$ cat src/ulfs_defines.svh
// Register indices, field positions, reset values and bit timing of the serial line block.
// Included by the top module; definitions only.
`ifndef ULFS_DEFINES_SVH
`define ULFS_DEFINES_SVH
// Register indices; byte address is four times the index
`define ULFS_IDX_DATA 3'h0
`define ULFS_IDX_IER 3'h1
`define ULFS_IDX_IIR 3'h2
`define ULFS_IDX_LCR 3'h3
`define ULFS_IDX_LSR 3'h5
`define ULFS_IDX_MSR 3'h6
// Source identification codes
`define ULFS_IIR_NONE 8'h01
`define ULFS_IIR_LSI 8'h06
`define ULFS_IIR_RDA 8'h04
`define ULFS_IIR_TX_HOLDING_EMPTY 8'h02
`define ULFS_IIR_MS 8'h00
// Line format control fields
`define ULFS_LCR_STB 2
`define ULFS_LCR_PEN 3
`define ULFS_LCR_EPS 4
`define ULFS_LCR_STICK 5
`define ULFS_LCR_BRK 6
`define ULFS_LCR_DIVISOR_ACCESS_SELECT 7
// Interrupt enable fields
`define ULFS_IER_RDA 0
`define ULFS_IER_TX_HOLDING_EMPTY 1
`define ULFS_IER_LSI 2
`define ULFS_IER_MS 3
// Last 16x tick of a bit, mid-bit sample point, long stop periods
`define ULFS_TICK_LAST 5'h0F
`define ULFS_TICK_MID 5'h07
`define ULFS_STOP15_LAST 5'h17
`define ULFS_STOP2_LAST 5'h1F
// Reset values
// Low divisor byte; the high byte resets to zero, giving a divisor of one
`define ULFS_DIV_RST 8'h01
`define ULFS_LCR_RST 8'h00
`define ULFS_PIN_RST 5'h1F
`endif

$ cat src/ulfs_pkg.sv
// Types of the serial line block: sequencer states, bus request and the state record.
// Assumes the defines header is on the include path.
package ulfs_pkg;
  typedef enum logic [2:0] {TX_IDLE, TX_START, TX_DATA, TX_PAR, TX_STOP} ulfs_tx_t;
  typedef enum logic [2:0] {RX_IDLE, RX_START, RX_DATA, RX_PAR, RX_STOP} ulfs_rx_t;
  typedef struct packed {
    logic rd;
    logic wr;
    logic [2:0] idx;
    logic [7:0] wdata;
  } ulfs_req_t;
  typedef struct packed {
    logic waitreq;
    logic [7:0] rdata;
    logic intr;
    logic serial_tx_out;
    logic [7:0] line_format_control;
    logic [3:0] interrupt_enable_reg;
    logic [7:0] dll;
    logic [7:0] dlm;
    logic [15:0] baud_cnt;
    logic tick;
    logic [7:0] transmit_holding;
    logic thr_full;
    logic tx_holding_empty_int;
    logic [7:0] tsr;
    ulfs_tx_t tx_st;
    logic [4:0] tx_tcnt;
    logic [2:0] tx_bits;
    logic tx_par;
    ulfs_rx_t rx_st;
    logic [4:0] rx_tcnt;
    logic [2:0] rx_bits;
    logic [7:0] rx_sh;
    logic rx_par;
    logic rx_prev;
    logic [7:0] receive_buffer;
    logic dr;
    logic oe;
    logic pe;
    logic fe;
    logic bi;
    logic [3:0] msr_d;
    logic [3:0] msr_s;
    logic [4:0] sync1;
    logic [4:0] sync2;
  } ulfs_state_t;
endpackage

$ cat src/ulfs_top.sv
// Serial line element: format control, line status, prioritised interrupt identification,
// transmitter, receiver, baud divider and modem-line change detection.
// Assumes an Avalon-MM master with waitrequest, one 100 MHz clock, async pins on serial/modem.
`timescale 1ns/1ps
`include "ulfs_defines.svh"

module ulfs_top import ulfs_pkg::*; (
  // Clock and reset
  input wire logic i_clk,
  input wire logic i_rst_n,
  // Avalon-MM slave
  input wire logic [4:0] i_avs_address,
  input wire logic i_avs_read,
  input wire logic i_avs_write,
  input wire logic [31:0] i_avs_writedata,
  output logic [31:0] o_avs_readdata,
  output logic o_avs_waitrequest,
  // Serial line
  input wire logic i_serial_rx_in,
  output logic o_serial_tx_out,
  // Modem inputs, active low
  input wire logic i_cts_n,
  input wire logic i_dsr_n,
  input wire logic i_ri_n,
  input wire logic i_dcd_n,
  // Interrupt request
  output logic o_intr
);

  ulfs_state_t state_ff;
  ulfs_state_t nxt_state;
  ulfs_req_t req;
  logic acc_rd;
  logic acc_wr;
  logic divisor_access_select;
  logic pend_ls;
  logic pend_rda;
  logic pend_tx_holding_empty;
  logic pend_ms;
  logic [7:0] iir_now;
  logic [7:0] lsr_now;
  logic [7:0] rd_mux;
  logic [2:0] wlast;
  logic [4:0] stop_last;
  logic rx_bit;
  logic tx_bit;
  logic [7:0] rx_data;
  logic rx_done;

  function automatic logic [7:0] len_mask(input logic [1:0] wls);
    len_mask = 8'hFF >> (2'h3 - wls);
  endfunction

  // Parity bit for a masked character under the current format
  function automatic logic par_bit(input logic [7:0] d, input logic [7:0] line_format_control);
    if (line_format_control[`ULFS_LCR_STICK]) begin
      par_bit = ~line_format_control[`ULFS_LCR_EPS];
    end else begin
      par_bit = line_format_control[`ULFS_LCR_EPS] ? ^d : ~^d;
    end
  endfunction

  assign req.rd = i_avs_read;
  assign req.wr = i_avs_write;
  assign req.idx = i_avs_address[4:2];
  assign req.wdata = i_avs_writedata[7:0];
  // A request is served at the edge where waitrequest is seen low
  assign acc_rd = req.rd && !state_ff.waitreq;
  assign acc_wr = req.wr && !state_ff.waitreq;
  assign divisor_access_select = state_ff.line_format_control[`ULFS_LCR_DIVISOR_ACCESS_SELECT];

  assign pend_ls = state_ff.interrupt_enable_reg[`ULFS_IER_LSI] &&
    (state_ff.oe || state_ff.pe || state_ff.fe || state_ff.bi);
  assign pend_rda = state_ff.interrupt_enable_reg[`ULFS_IER_RDA] && state_ff.dr;
  assign pend_tx_holding_empty = state_ff.interrupt_enable_reg[`ULFS_IER_TX_HOLDING_EMPTY] && state_ff.tx_holding_empty_int;
  assign pend_ms = state_ff.interrupt_enable_reg[`ULFS_IER_MS] && (|state_ff.msr_d);

  always_comb begin
    if (pend_ls) begin
      iir_now = `ULFS_IIR_LSI;
    end else if (pend_rda) begin
      iir_now = `ULFS_IIR_RDA;
    end else if (pend_tx_holding_empty) begin
      iir_now = `ULFS_IIR_TX_HOLDING_EMPTY;
    end else if (pend_ms) begin
      iir_now = `ULFS_IIR_MS;
    end else begin
      iir_now = `ULFS_IIR_NONE;
    end
  end

  // Transmitter empty needs both stages empty; bit 7 is tied low
  assign lsr_now = {1'b0, !state_ff.thr_full && state_ff.tx_st == TX_IDLE,
    !state_ff.thr_full, state_ff.bi, state_ff.fe, state_ff.pe, state_ff.oe, state_ff.dr};

  always_comb begin
    if (req.idx == `ULFS_IDX_DATA) begin
      rd_mux = divisor_access_select ? state_ff.dll : state_ff.receive_buffer;
    end else if (req.idx == `ULFS_IDX_IER) begin
      rd_mux = divisor_access_select ? state_ff.dlm : {4'h0, state_ff.interrupt_enable_reg};
    end else if (req.idx == `ULFS_IDX_IIR) begin
      rd_mux = iir_now;
    end else if (req.idx == `ULFS_IDX_LCR) begin
      rd_mux = state_ff.line_format_control;
    end else if (req.idx == `ULFS_IDX_LSR) begin
      rd_mux = lsr_now;
    end else if (req.idx == `ULFS_IDX_MSR) begin
      rd_mux = {state_ff.msr_s, state_ff.msr_d};
    end else begin
      rd_mux = 8'h00;
    end
  end

  assign wlast = {1'b0, state_ff.line_format_control[1:0]} + 3'h4;
  assign stop_last = !state_ff.line_format_control[`ULFS_LCR_STB] ? `ULFS_TICK_LAST :
    (state_ff.line_format_control[1:0] == 2'h0) ? `ULFS_STOP15_LAST : `ULFS_STOP2_LAST;
  assign rx_bit = state_ff.sync2[0];
  assign rx_data = state_ff.rx_sh >> (2'h3 - state_ff.line_format_control[1:0]);
  assign rx_done = state_ff.tick && state_ff.rx_st == RX_STOP &&
    state_ff.rx_tcnt == `ULFS_TICK_LAST;

  always_comb begin
    case (state_ff.tx_st)
      TX_START: tx_bit = 1'b0;
      TX_DATA: tx_bit = state_ff.tsr[0];
      TX_PAR: tx_bit = state_ff.tx_par;
      default: tx_bit = 1'b1;
    endcase
  end

  always_comb begin
    nxt_state = state_ff;
    // Baud divider: one 16x tick per divisor count
    nxt_state.tick = 1'b0;
    if (state_ff.baud_cnt <= 16'h0001) begin
      nxt_state.baud_cnt = {state_ff.dlm, state_ff.dll};
      nxt_state.tick = 1'b1;
    end else begin
      nxt_state.baud_cnt = state_ff.baud_cnt - 16'h0001;
    end
    nxt_state.sync1 = {i_dcd_n, i_ri_n, i_dsr_n, i_cts_n, i_serial_rx_in};
    nxt_state.sync2 = state_ff.sync1;
    nxt_state.rx_prev = rx_bit;

    // Bus: capture read data one edge early, then release waitrequest
    nxt_state.waitreq = !((req.rd || req.wr) && state_ff.waitreq);
    if ((req.rd || req.wr) && state_ff.waitreq) begin
      nxt_state.rdata = rd_mux;
    end
    // Read side effects first so hardware events this cycle win over them
    if (acc_rd) begin
      if (req.idx == `ULFS_IDX_DATA && !divisor_access_select) begin
        nxt_state.dr = 1'b0;
      end else if (req.idx == `ULFS_IDX_LSR) begin
        nxt_state.oe = 1'b0;
        nxt_state.pe = 1'b0;
        nxt_state.fe = 1'b0;
        nxt_state.bi = 1'b0;
      end else if (req.idx == `ULFS_IDX_IIR && state_ff.rdata == `ULFS_IIR_TX_HOLDING_EMPTY) begin
        nxt_state.tx_holding_empty_int = 1'b0;
      end else if (req.idx == `ULFS_IDX_MSR) begin
        nxt_state.msr_d = 4'h0;
      end
    end

    // Transmitter: holding register moves to the shifter when idle
    if (state_ff.tx_st == TX_IDLE && state_ff.thr_full) begin
      nxt_state.tsr = state_ff.transmit_holding & len_mask(state_ff.line_format_control[1:0]);
      nxt_state.tx_par = par_bit(state_ff.transmit_holding & len_mask(state_ff.line_format_control[1:0]), state_ff.line_format_control);
      nxt_state.thr_full = 1'b0;
      nxt_state.tx_holding_empty_int = 1'b1;
      nxt_state.tx_st = TX_START;
      nxt_state.tx_tcnt = 5'h00;
    end else if (state_ff.tick && state_ff.tx_st != TX_IDLE) begin
      nxt_state.tx_tcnt = state_ff.tx_tcnt + 5'h01;
      case (state_ff.tx_st)
        TX_START: begin
          if (state_ff.tx_tcnt == `ULFS_TICK_LAST) begin
            nxt_state.tx_st = TX_DATA;
            nxt_state.tx_tcnt = 5'h00;
            nxt_state.tx_bits = 3'h0;
          end
        end
        TX_DATA: begin
          if (state_ff.tx_tcnt == `ULFS_TICK_LAST) begin
            nxt_state.tx_tcnt = 5'h00;
            nxt_state.tsr = state_ff.tsr >> 1;
            nxt_state.tx_bits = state_ff.tx_bits + 3'h1;
            if (state_ff.tx_bits == wlast) begin
              nxt_state.tx_st = state_ff.line_format_control[`ULFS_LCR_PEN] ? TX_PAR : TX_STOP;
            end
          end
        end
        TX_PAR: begin
          if (state_ff.tx_tcnt == `ULFS_TICK_LAST) begin
            nxt_state.tx_st = TX_STOP;
            nxt_state.tx_tcnt = 5'h00;
          end
        end
        TX_STOP: begin
          if (state_ff.tx_tcnt == stop_last) begin
            nxt_state.tx_st = TX_IDLE;
          end
        end
        default: nxt_state.tx_st = TX_IDLE;
      endcase
    end
    // Break only forces the pin; the sequencer keeps running
    nxt_state.serial_tx_out = state_ff.line_format_control[`ULFS_LCR_BRK] ? 1'b0 : tx_bit;

    // Bus writes; a holding write clears the empty flag
    if (acc_wr) begin
      if (req.idx == `ULFS_IDX_DATA && divisor_access_select) begin
        nxt_state.dll = req.wdata;
        nxt_state.baud_cnt = {state_ff.dlm, req.wdata};
      end else if (req.idx == `ULFS_IDX_DATA) begin
        nxt_state.transmit_holding = req.wdata;
        nxt_state.thr_full = 1'b1;
        nxt_state.tx_holding_empty_int = 1'b0;
      end else if (req.idx == `ULFS_IDX_IER && divisor_access_select) begin
        nxt_state.dlm = req.wdata;
        nxt_state.baud_cnt = {req.wdata, state_ff.dll};
      end else if (req.idx == `ULFS_IDX_IER) begin
        nxt_state.interrupt_enable_reg = req.wdata[3:0];
      end else if (req.idx == `ULFS_IDX_LCR) begin
        nxt_state.line_format_control = req.wdata;
      end
    end

    // Receiver: 16x oversampling, start verified at mid-bit
    if (state_ff.tick) begin
      nxt_state.rx_tcnt = state_ff.rx_tcnt + 5'h01;
      case (state_ff.rx_st)
        RX_IDLE: begin
          if (state_ff.rx_prev && !rx_bit) begin
            nxt_state.rx_st = RX_START;
            nxt_state.rx_tcnt = 5'h00;
          end
        end
        RX_START: begin
          if (state_ff.rx_tcnt == `ULFS_TICK_MID) begin
            nxt_state.rx_st = rx_bit ? RX_IDLE : RX_DATA;
            nxt_state.rx_tcnt = 5'h00;
            nxt_state.rx_bits = 3'h0;
          end
        end
        RX_DATA: begin
          if (state_ff.rx_tcnt == `ULFS_TICK_LAST) begin
            nxt_state.rx_tcnt = 5'h00;
            nxt_state.rx_sh = {rx_bit, state_ff.rx_sh[7:1]};
            nxt_state.rx_bits = state_ff.rx_bits + 3'h1;
            if (state_ff.rx_bits == wlast) begin
              nxt_state.rx_st = state_ff.line_format_control[`ULFS_LCR_PEN] ? RX_PAR : RX_STOP;
            end
          end
        end
        RX_PAR: begin
          if (state_ff.rx_tcnt == `ULFS_TICK_LAST) begin
            nxt_state.rx_tcnt = 5'h00;
            nxt_state.rx_par = rx_bit;
            nxt_state.rx_st = RX_STOP;
          end
        end
        RX_STOP: begin
          // Only the first stop bit is looked at
          if (state_ff.rx_tcnt == `ULFS_TICK_LAST) begin
            nxt_state.rx_st = RX_IDLE;
            nxt_state.receive_buffer = rx_data;
            nxt_state.dr = 1'b1;
            if (state_ff.dr) begin
              nxt_state.oe = 1'b1;
            end
            if (state_ff.line_format_control[`ULFS_LCR_PEN] &&
                state_ff.rx_par != par_bit(rx_data, state_ff.line_format_control)) begin
              nxt_state.pe = 1'b1;
            end
            if (!rx_bit) begin
              nxt_state.fe = 1'b1;
            end
            // Low through start, data, parity and stop means a break
            if (!rx_bit && rx_data == 8'h00 &&
                !(state_ff.line_format_control[`ULFS_LCR_PEN] && state_ff.rx_par)) begin
              nxt_state.bi = 1'b1;
            end
          end
        end
        default: nxt_state.rx_st = RX_IDLE;
      endcase
    end

    // Modem line changes, ring only on its trailing edge; a change wins over a same-cycle clear
    nxt_state.msr_s = ~state_ff.sync2[4:1];
    nxt_state.msr_d[0] = nxt_state.msr_d[0] | (state_ff.msr_s[0] ^ ~state_ff.sync2[1]);
    nxt_state.msr_d[1] = nxt_state.msr_d[1] | (state_ff.msr_s[1] ^ ~state_ff.sync2[2]);
    nxt_state.msr_d[2] = nxt_state.msr_d[2] | (state_ff.msr_s[2] & state_ff.sync2[3]);
    nxt_state.msr_d[3] = nxt_state.msr_d[3] | (state_ff.msr_s[3] ^ ~state_ff.sync2[4]);

    nxt_state.intr = pend_ls || pend_rda || pend_tx_holding_empty || pend_ms;
  end

  always_ff @(posedge i_clk or negedge i_rst_n) begin
    if (!i_rst_n) begin
      state_ff <= '0;
      state_ff.waitreq <= 1'b1;
      state_ff.serial_tx_out <= 1'b1;
      state_ff.line_format_control <= `ULFS_LCR_RST;
      state_ff.dll <= `ULFS_DIV_RST;
      state_ff.tx_st <= TX_IDLE;
      state_ff.rx_st <= RX_IDLE;
      state_ff.rx_prev <= 1'b1;
      state_ff.sync1 <= `ULFS_PIN_RST;
      state_ff.sync2 <= `ULFS_PIN_RST;
    end else begin
      state_ff <= nxt_state;
    end
  end

  assign o_avs_readdata = {24'h000000, state_ff.rdata};
  assign o_avs_waitrequest = state_ff.waitreq;
  assign o_serial_tx_out = state_ff.serial_tx_out;
  assign o_intr = state_ff.intr;
endmodule // ulfs_top

$ cat config.mk
export PLATFORM = sky130hd
export DESIGN_NAME = ulfs_top
export DESIGN_NICKNAME = d
export VERILOG_FILES = /design/src/ulfs_pkg.sv /design/src/ulfs_top.sv
export VERILOG_INCLUDE_DIRS = /design/src /design/src/src
export SDC_FILE = /design/constraint.sdc
export NUM_CORES = 1
export LEC_CHECK = 0
export BUFFER_PORTS_ARGS = -buffer_cell sky130_fd_sc_hd__buf_2
export CELL_PAD_IN_SITES_DETAIL_PLACEMENT = 1
export CELL_PAD_IN_SITES_GLOBAL_PLACEMENT = 1
export CORE_ASPECT_RATIO = 1.2
export CORE_MARGIN = 2
export CORE_UTILIZATION = 46
export DETAILED_ROUTE_END_ITERATION = 10
export MAX_ROUTING_LAYER = met4
export PLACE_DENSITY = 0.78
export SYNTH_ARGS = -nofsm -noshare
export SYNTH_HDL_FRONTEND = slang
export SYNTH_SLANG_ARGS = --single-unit
export TNS_END_PERCENT = 30
$ cat constraint.sdc
create_clock -name i_clk -period 3.7 [get_ports i_clk]
set_input_delay 1.11 -clock i_clk [delete_from_list [all_inputs] [get_ports i_clk]]
set_output_delay 1.11 -clock i_clk [all_outputs]
set_load 0.005 [all_outputs]
# [Yosys cells after proc, flatten, opt, wreduce, memory -nomap -nowiden]
# Cells that the tools add are included.
[word_totals] reg_bits=138 mem_bits_rw=0 latchBits=0 n_memories=0 input_bits=46 wordCells=231 romBits=0 output_inout_bits=35
[classes] n_eq_ne=34 n_reduce_logical=61 n_bitwise=19 n_mux=73 multipliers=0 shift=2 n_lt_le_gt_ge=1 n_addsub=7 div_mod_pow=0
[op_table] operator="$mux 8" n=14
[op_table] operator="$mux 16" n=6
[op_table] operator="$mux 19" n=3
[op_table] operator="$mux 11" n=2
[op_table] operator="$mux 4" n=5
[op_table] operator="$mux 5" n=4
[op_table] operator="$pmux 5 s4" n=1
[op_table] operator="$logic_and 1x1->1" n=19
[op_table] operator="$mux 1" n=19
[op_table] operator="$eq 3x2->1 const B" n=6
[op_table] operator="$mux 3" n=6
[op_table] operator="$le 16x1->1 const B" n=1
[op_table] operator="$reduce_xnor 8->1" n=2
[op_table] operator="$reduce_xor 8->1" n=2
[op_table] operator="$sub 16x1->16 const B" n=1
[op_table] operator="$ne 3x3->1 const B" n=5
[op_table] operator="$pmux 3 s5" n=1
[op_table] operator="$pmux 5 s3" n=1
[op_table] operator="$reduce_and 3->1" n=5
[op_table] operator="$ne 2x2->1 const B" n=7
[op_table] operator="$eq 3x3->1 const B" n=4
[op_table] operator="$mux 2" n=6
[op_table] operator="$pmux 3 s2" n=2
[op_table] operator="$pmux 3 s4" n=1
[op_table] operator="other kinds (35)" n=74

# [Longest topological paths before layout]
# Gate-level depths: netlist (run 1).
[logic_depth] depth_word=14 depth_mapped=11 mapped_depth_nobuf=10

# [Least setup slack after synthesis (run 1)]
# No wires, ideal clock.
[synth_timing] kind="in2reg" startpoint="in i_avs_address[3]" endpoint="reg state_ff[115] in the netlist's numbering" t_required_ns=3.575 t_arrival_ns=2.543 stages=5 n_path_buf=2 setup_ns=0.125 slack_ns=1.032 cell_sequence="buf_2 -> or2_2 -> clkbuf_1 -> nor4_1 -> mux2_2"
[synth_via] elab_chain_len=4 elab_cells_between_ends=8 classes_between="eq/ne (1); bitwise (3); reduce/logical (4)"
[synth_rtl] item="from (decl)" line="ulfs_top.sv:12" source="input wire logic [4:0] i_avs_address,"
[synth_rtl] item="$eq 3x1->1 (no line) / $logic_not 3->1 (equally long branches)"
[synth_rtl] item="$logic_and 1x1->1 (on tied branches)" line="ulfs_top.sv:220, ulfs_top.sv:213"
[synth_rtl] item="$not 1->1 (no line)"
[synth_rtl] item="$reduce_and 5->1 (no line) *"
[synth_rtl] item="to (signal assigned)" line="ulfs_top.sv:314" source="state_ff <= nxt_state;"
[synth_rtl] item="to (decl)" line="ulfs_top.sv:30" source="ulfs_state_t state_ff;"
# Every way passes the cells marked *; elsewhere a longest branch is shown, timed or not.
# A chain may end at the register's enable or synchronous reset.

==> qor.yml, run 1 <==
run_status:
  status: "finished clean"
synthesis:
  synth_top_family_by_area: "simple AND/OR/NAND/NOR gates"
  synth-compound-area-share_pct: 14.6
  synth_edf_count: 0
  yosysSeqAreaShare_pct: 47.0
  synthSimpleGateAreaFrac_pct: 18.4
  synthMuxAreaShare_pct: 7.78
  synth_cell_types: 75
  synth-xor-area-share_pct: 3.39
  synth_area_leaders: "dfrtp_1 42%, nand2_1 6.0%, mux2_2 5.3%"
  syn_area_per_cell_sq_um: 9.61
  synthCells: 768
  async_reset_ff_share_pct: 100
  ys_warn_count: 0
  synth_seq_cells: 138
  synth_top_area_share_pct: 42.0
  synthAdderAreaFrac_pct: 2.37
  ys.flop_type: "dfrtp_1"
  syn_area_sq_mm: 0.00738
  yosys.area.top_type: "dfrtp_1"
die:
  io_pins: 81
  dieArea_sq_mm: 0.0171
  std_cell_rows: 50
  die_w_um: 120
  start_util_pct: 47.2
  core-area_sq_mm: 0.0156
  die_y_um: 143
power_and_ir_drop:
  net-switching-power_mw: 1.49
  power.leakage_nw: 3.71
  pwr-share-clk_pct: 37.1
  peakVddDrop_v: 0.000346
  p_int_mw: 3.27
  pwr-share-comb_pct: 20.0
  seqPwrFrac_pct: 42.9
  power_density_mw_per_mm2: 580
  switching_share_pct: 31.4
  total_power_mw: 4.76
worst_setup_path:
  crit_path_end_kind: "flip-flop"
  path_class: "input port to flip-flop"
  critPathLaunch: "i_avs_address[3]"
  worstReg2RegEnd: "lsr_now[2]$_DFF_PN0_"
  arrival_ps: 2930
  rrSetupSlack_ps: 1190
  cp_max_fo: 20
  cp.required_ps: 4010
  r2r_start: "state_ff[119]$_DFFE_PN0P_"
  worstSetupEndpoint: "state_ff[85]$_DFF_PN0_"
  ff2ff_path_depth: 8
  crit_path_start_kind: "input port"
cells_and_area:
  num_antenna_cells: 0
  final_util_pct: 52.5
  stdcell_count: 1005
  final_common_cell: "dfrtp_1"
  nNetsFinal: 844
  final_cell_mix: "124 x dfrtp_1, 119 x nand2_1, 68 x o21ai_0"
  drive_gt1_share_pct: 17.3
  areaGrowthSynthToFinish_pct: 11.2
global_routing:
  gr-total-overflow: 0
  grt_first_pass_wirelength_um: 32000
  grt_use_total_pct: 24.8
  grt_max_degree: 83
  antenna_found_initial: 0
  grt_pass1_vias: 6074
timing:
  setup_tns_ps: 0
  setup_viol: 0
  timing.fmax_ghz: 0.381
  holdWs_ps: 356
  hold_viol: 0
  fin_worst_skew_ps: 11.2
  min_period_ps: 2620
  relSlewSlack_pct: 38.3
  drv_slew: 0
  tightest_slew_ps: 920
  period_share_pct: 70.9
  rsz0062_at_grt: "false"
placed_design:
  gp_congestion: 0.890
  dp_hpwl_um: 13600
  dp.cells: 973
  placement.io_buffers: 30
clock_network:
  clockBufferDepth: 2
  tritoncts: "built"
  insertion_delay_ps: 430
  htree_levels: 4
  cts_hold_buf: 0
  cts_buffers: 17
  cts_setup_buffers: 0
  numClockSinks: 138
  clk_pin_slew_ps: 60
  cts_root_buf: "clkbuf_16"
  post_cts_resized: 0
drt:
  wl_per_cell_um: 19.4
  drt-pass1-iter-count: 6
  drc: 0
  vias: 5800
  vias_per_cell: 5.77
  postRouteAntennaNets: 0
  drt-initial-drc-count: 363
  finalWirelength_um: 19500
flow_run:
  maxCapViolations: 0
hold_path:
  hp-class: "flip-flop to flip-flop"
  hold_start: "nxt_state[0]$_DFF_PN1_"
metrics by stage:
stage | setup slack, ps | area [sq um]
2_1_floorplan | 1030 | 7470
3_3_place_gp | 727 | 7600
3_5_place_dp | 670 | 7600
4_1_cts | 1130 | 8210
5_1_grt | 965 | 8210
6_report | 1080 | 8210
routing by layer:
layer / routed length (um) / global-route usage (%) / vias to the layer above
li1: - / - / 2687
met1: 8180 / 28.8 / 2934
met2: 9960 / 42.1 / 137
met3: 764 / 5.35 / 42
met4: 556 / 9.78 / 0
met5: 0 / - / -
kinds of logic (layout without fill, tap and decap cells):
| logic type | after synthesis | count (layout) |
|---|---|---|
| multiplexers | 53 | 53 |
| other | 1 | 24 |
| flip-flops | 138 | 138 |
| buffers and inverters | 92 | 98 |
| XOR/XNOR | 27 | 27 |
| AO/OA/AOI/OAI | 167 | 167 |
| AND/OR/NAND/NOR | 276 | 276 |
| adder cells (fa/ha/maj) | 14 | 14 |
power groups by stage:
stage          clock network [mW]  registers (mW)  logic (mW)
2_1_floorplan                   0            1.95       0.746
3_3_place_gp                    0            2.04       0.896
3_5_place_dp                    0            2.06       0.946
4_1_cts                      1.79            2.04       0.959
5_1_grt                      1.86            2.08        1.06
6_report                     1.76            2.04       0.954
critical path: stages:
cell and delay [ps]:
buf_2 230, or3b_1 510, or3_1 570, o21ai_2 200
mux2i_1 210, o21ai_0 90
layout make-up:
type	count	area [sq um]
Fill cell	1799	7430
Multi-Input combinational cell	561	3530
Sequential cell	138	3470
Clock buffer	18	439
Tap cell	208	260
Timing Repair Buffer	39	236
Clock inverter	14	171
Inverter	27	101
sequential cells by signal (all words and copies together) (netlist names):
signal	flops
o_avs_waitrequest	1
divisor_access_select	1
o_intr	1
o_serial_tx_out	1
state_ff	115
nxt_state	6
o_avs_readdata	8
lsr_now	5
Yosys cell counts, types with 3 or more instances:
master    count
clkbuf_1     26
mux2i_1      18
buf_2         5
a22o_1        4
and3_1        7
nand2_1     119
ha_1         14
nand4_1      10
nor4_1        8
mux2_2       35
o22ai_1      12
a211oi_1      7
inv_1        26
o221ai_1      3
or2_2         4
nor2b_1      17
a22oi_1       3
or3_1         4
a21oi_1      20
o21ai_0      68
dfrtp_1     124
nor2_1       51
xor2_1       10
nand2b_1      8
nor3_1       10
a31oi_1       7
o21ai_2       3
o211ai_1      5
nor3b_1       3
and4_1        3
nand3_1      12
and2_1        4
dfstp_2      14
buf_4        32
xnor2_1      16
a222oi_1      3
a21o_1        4
worst min-delay path by stage:
stage | slack (ps) | to | depth (start not counted)
2_1_floorplan | 350 | nxt_state[31]$_DFF_PN1_ | 0
3_3_place_gp | 350 | state_ff[1]$_DFF_PN1_ | 0
3_5_place_dp | 350 | state_ff[3]$_DFF_PN1_ | 0
4_1_cts | 360 | state_ff[4]$_DFF_PN1_ | 0
5_1_grt | 360 | nxt_state[31]$_DFF_PN1_ | 0
6_report | 360 | nxt_state[31]$_DFF_PN1_ | 0
Note: power is estimated with default switching activity, not from simulation.
==> run 2: changes to the inputs <==
--- a/config.mk
+++ b/config.mk
@@ -11,10 +11,10 @@
 export CELL_PAD_IN_SITES_GLOBAL_PLACEMENT = 1
 export CORE_ASPECT_RATIO = 1.2
 export CORE_MARGIN = 2
-export CORE_UTILIZATION = 46
+export CORE_UTILIZATION = 41
 export DETAILED_ROUTE_END_ITERATION = 10
 export MAX_ROUTING_LAYER = met4
-export PLACE_DENSITY = 0.78
+export PLACE_DENSITY = 0.74
 export SYNTH_ARGS = -nofsm -noshare
 export SYNTH_HDL_FRONTEND = slang
 export SYNTH_SLANG_ARGS = --single-unit
==> constraint.sdc (replaced) <==
create_clock -name i_clk -period 2.3 [get_ports i_clk]
set_input_delay 0.69 -clock i_clk [delete_from_list [all_inputs] [get_ports i_clk]]
set_output_delay 0.69 -clock i_clk [all_outputs]
set_load 0.005 [all_outputs]
==> run 2 against run 1 <==
Net effect:
- setup slack got worse by 1000 ps
- cell count rose by 4.6%
- non-clock buffer count rose by 34
- clock power rose by 66%
- largest power group unchanged
- combinational power rose by 82%
- sequential share of layout area fell by 2.0 points
- first-iteration DRC count fell by 12%
- sequential power rose by 60%
- register-to-register slack got worse by 1200 ps
- flip-flop and latch count did not move
- clock skew fell by 5.1 ps
- critical path depth rose by 2
==> qor.yml, run 2 (synthesis results as in run 1) <==
timing:
  drv_slew: 0  # unchanged
  hold_viol: 0  # unchanged
  period_share_pct: 98.3
  min_period_ps: 2260
  setup_viol: 0  # unchanged
  holdWs_ps: 156  # -200 ps
  relSlewSlack_pct: 59.4  # +21 points
  timing.fmax_ghz: 0.442
  tightest_slew_ps: 602  # -318 ps
  fin_worst_skew_ps: 6.05  # -5.12 ps
global_routing:
  global_route.usage.met3_pct: 4.27  # -1.1 points
  gr-total-overflow: 0  # unchanged
  antenna_found_initial: 0  # unchanged
  grt_use_total_pct: 22.6  # -2.2 points
  grt_pass1_vias: 6290  # +3.6%
  grt_busiest_layer: "met2"
  grt_max_degree: 55  # -34%
  grt_first_pass_wirelength_um: 33100  # +3.5%
  grt_use_met2_pct: 39.6  # -2.4 points
  grtUsageMet1_pct: 26.4  # -2.4 points
cells_and_area:
  final_cell_area_sq_mm: 0.00861  # +4.9%
  final_common_cell: "dfrtp_1"
  top_register: "state_ff"
  drive_gt1_share_pct: 22.9  # +5.5 points
  largest_reg_flops: 115  # unchanged
  areaGrowthSynthToFinish_pct: 16.6
  fillerInstances: 1980  # +10%
  multi_input_area_sq_mm: 0.00362  # +2.6%
  ff_latch_area_sq_mm: 0.00347  # about the same
  final_util_pct: 49.0  # -3.5 points
  nNetsFinal: 878  # +4.0%
  final_cell_mix: "123 x dfrtp_1, 117 x nand2_1, 66 x o21ai_0"
  num_antenna_cells: 0  # unchanged
hold_path:
  hp-class: "input port to asynchronous set/reset pin"
power_and_ir_drop:
  switching_share_pct: 30.6  # -0.80 points
  net-switching-power_mw: 2.42  # +62%
  power_density_mw_per_mm2: 920  # +59%
  p_int_mw: 5.50  # +68%
  pwr-share-comb_pct: 22.0  # +2.0 points
  seqPwrFrac_pct: 41.1  # -1.8 points
  power.leakage_nw: 3.88  # +4.6%
  total_power_mw: 7.92  # +66%
  pwr-share-clk_pct: 36.9  # -0.2 points
  peakVddDrop_v: 0.000464  # +34%
worst_setup_path:
  cp_slowest_stage_delay_ps: 440  # -130 ps
  crit_family: "multiplexers"
  cp.required_ps: 2610  # -1400 ps
  path_common_cell: "xnor2_1"
  cp_max_fo: 6  # -70%
  critPathSlowestCell: "dfrtp_2"
  critPathBufInv: 0  # -1
  path_class: "flip-flop to flip-flop"
  path_cells: "mux2_2 > mux2i_2 > ha_1 > xnor2_2 > xnor2_1 > nor2_1 > xnor2_1 > a32o_1"
  arrival_ps: 2570  # -360 ps
  crit_path_start_kind: "flip-flop"
  crit_path_end_kind: "flip-flop"
clock_network:
  clk_pin_slew_ps: 60  # about the same
  numClockSinks: 138  # unchanged
  clockBufferDepth: 2  # unchanged
  cts_root_buf: "clkbuf_16"
  tritoncts: "built"
  htree_levels: 4  # unchanged
  cts_buffers: 17  # unchanged
  insertion_delay_ps: 430  # about the same
placed_design:
  dp_hpwl_um: 14600  # +7.4%
  gp_congestion: 0.913  # +2.5%
  placement.io_buffers: 30  # unchanged
  dpl_cell_area_sq_mm: 0.00786  # +3.5%
drt:
  drc: 0  # unchanged
  drt-initial-drc-count: 320  # -12%
  vias: 5920  # +2.1%
  drt-pass1-iter-count: 5  # -1
  finalWirelength_um: 20800  # +7.0%
  postRouteAntennaNets: 0  # unchanged
  wl_per_cell_um: 19.8  # +2.3%
  vias_per_cell: 5.63  # -2.4%
die:
  std_cell_rows: 53  # +6.0%
  start_util_pct: 42.0  # -5.2 points
  io_pins: 81  # unchanged
  dieArea_sq_mm: 0.0191  # +12%
  die_y_um: 151  # +5.8%
  die_w_um: 127  # +5.7%
  core-area_sq_mm: 0.0176  # +12%
run_status:
  status: "finished clean"
flow_run:
  maxCapViolations: 0  # unchanged
run 2: cell count changes in the layout (fill, tap and decap cells not counted), moves of 3 or more:
cell | previous run | this run
buf_4 | 8 | 40
ha_1 | 14 | 10
mux2i_1 | 18 | 15
mux2i_2 | 0 | 3
run 2: final timing paths:
| path | startpoint | endpoint | slack [ps] | cells past startpoint |
|---|---|---|---|---|
| worst max-delay path | state_ff[119]$_DFFE_PN0P_ | lsr_now[2]$_DFF_PN0_ | 40 | 8 |
| worst min-delay path | i_rst_n | state_ff[39]$_DFFE_PN0P_ | 160 | 1 |
| worst max register to register | state_ff[119]$_DFFE_PN0P_ | lsr_now[2]$_DFF_PN0_ | 40 | 8 |
| worst min register to register | nxt_state[0]$_DFF_PN1_ | nxt_state[31]$_DFF_PN1_ | 360 | 0 |
| max in group asynchronous | i_rst_n | state_ff[107]$_DFFE_PN1P_ | 1500 | 2 |
| min in group i_clk | nxt_state[0]$_DFF_PN1_ | nxt_state[31]$_DFF_PN1_ | 360 | 0 |
run 2: final cells by class:
type | count | share of cell area (%)
clock buffers | 21 | 5.35
clock inverters | 11 | 1.96
inverters | 27 | 1.22
well taps | 220 | 3.20
flip-flops and latches | 138 | 40.3
multi-input cells | 561 | 42.0
repair buffers | 73 | 5.90
run 2: power groups by stage:
stage	sequential (mW)	clock (mW)	combinational, mW
floorplan	3.13	0	1.21
global placement	3.25	0	1.55
detailed placement	3.29	0	1.63
CTS	3.25	2.96	1.65
global route	3.31	3.06	1.92
finish	3.26	2.92	1.74
run 2: routing by layer:
| metal | up-vias | share of wire, % | routed length [um] |
|---|---|---|---|
| li1 | 2761 | - | - |
| met1 | 3018 | 41 | 8620 |
| met3 | 42 | 3.1 | 646 |
| met4 | 0 | 2.4 | 503 |
| met5 | - | 0 | 0 |
| met2 | 99 | 53 | 11100 |
run 2: worst reg2reg max path, cell delays in order, from the launching register on:
cell and delay [ps]:
dfrtp_2 440, mux2_2 400, mux2i_2 220, ha_1 300, xnor2_2 190, xnor2_1 150
nor2_1 80, xnor2_1 130, a32o_1 260
run 2: what timing repair did:
item	CTS	global route
endpoints found under the setup margin	7	28
pin swaps	0	6
resized for setup	4	20
hold buffers	0	0
setup buffers	0	2
run 2: per-stage QoR:
step                      std cells  setup TNS, ps  worst slack [ps]
after global routing           1051           -508             -84.2
after CTS                      1049              0             0.260
after global placement         1017              0              27.3
after detailed placement       1017          -13.0             -12.0
after floorplan                 791              0              13.2
final                          1051              0              39.1
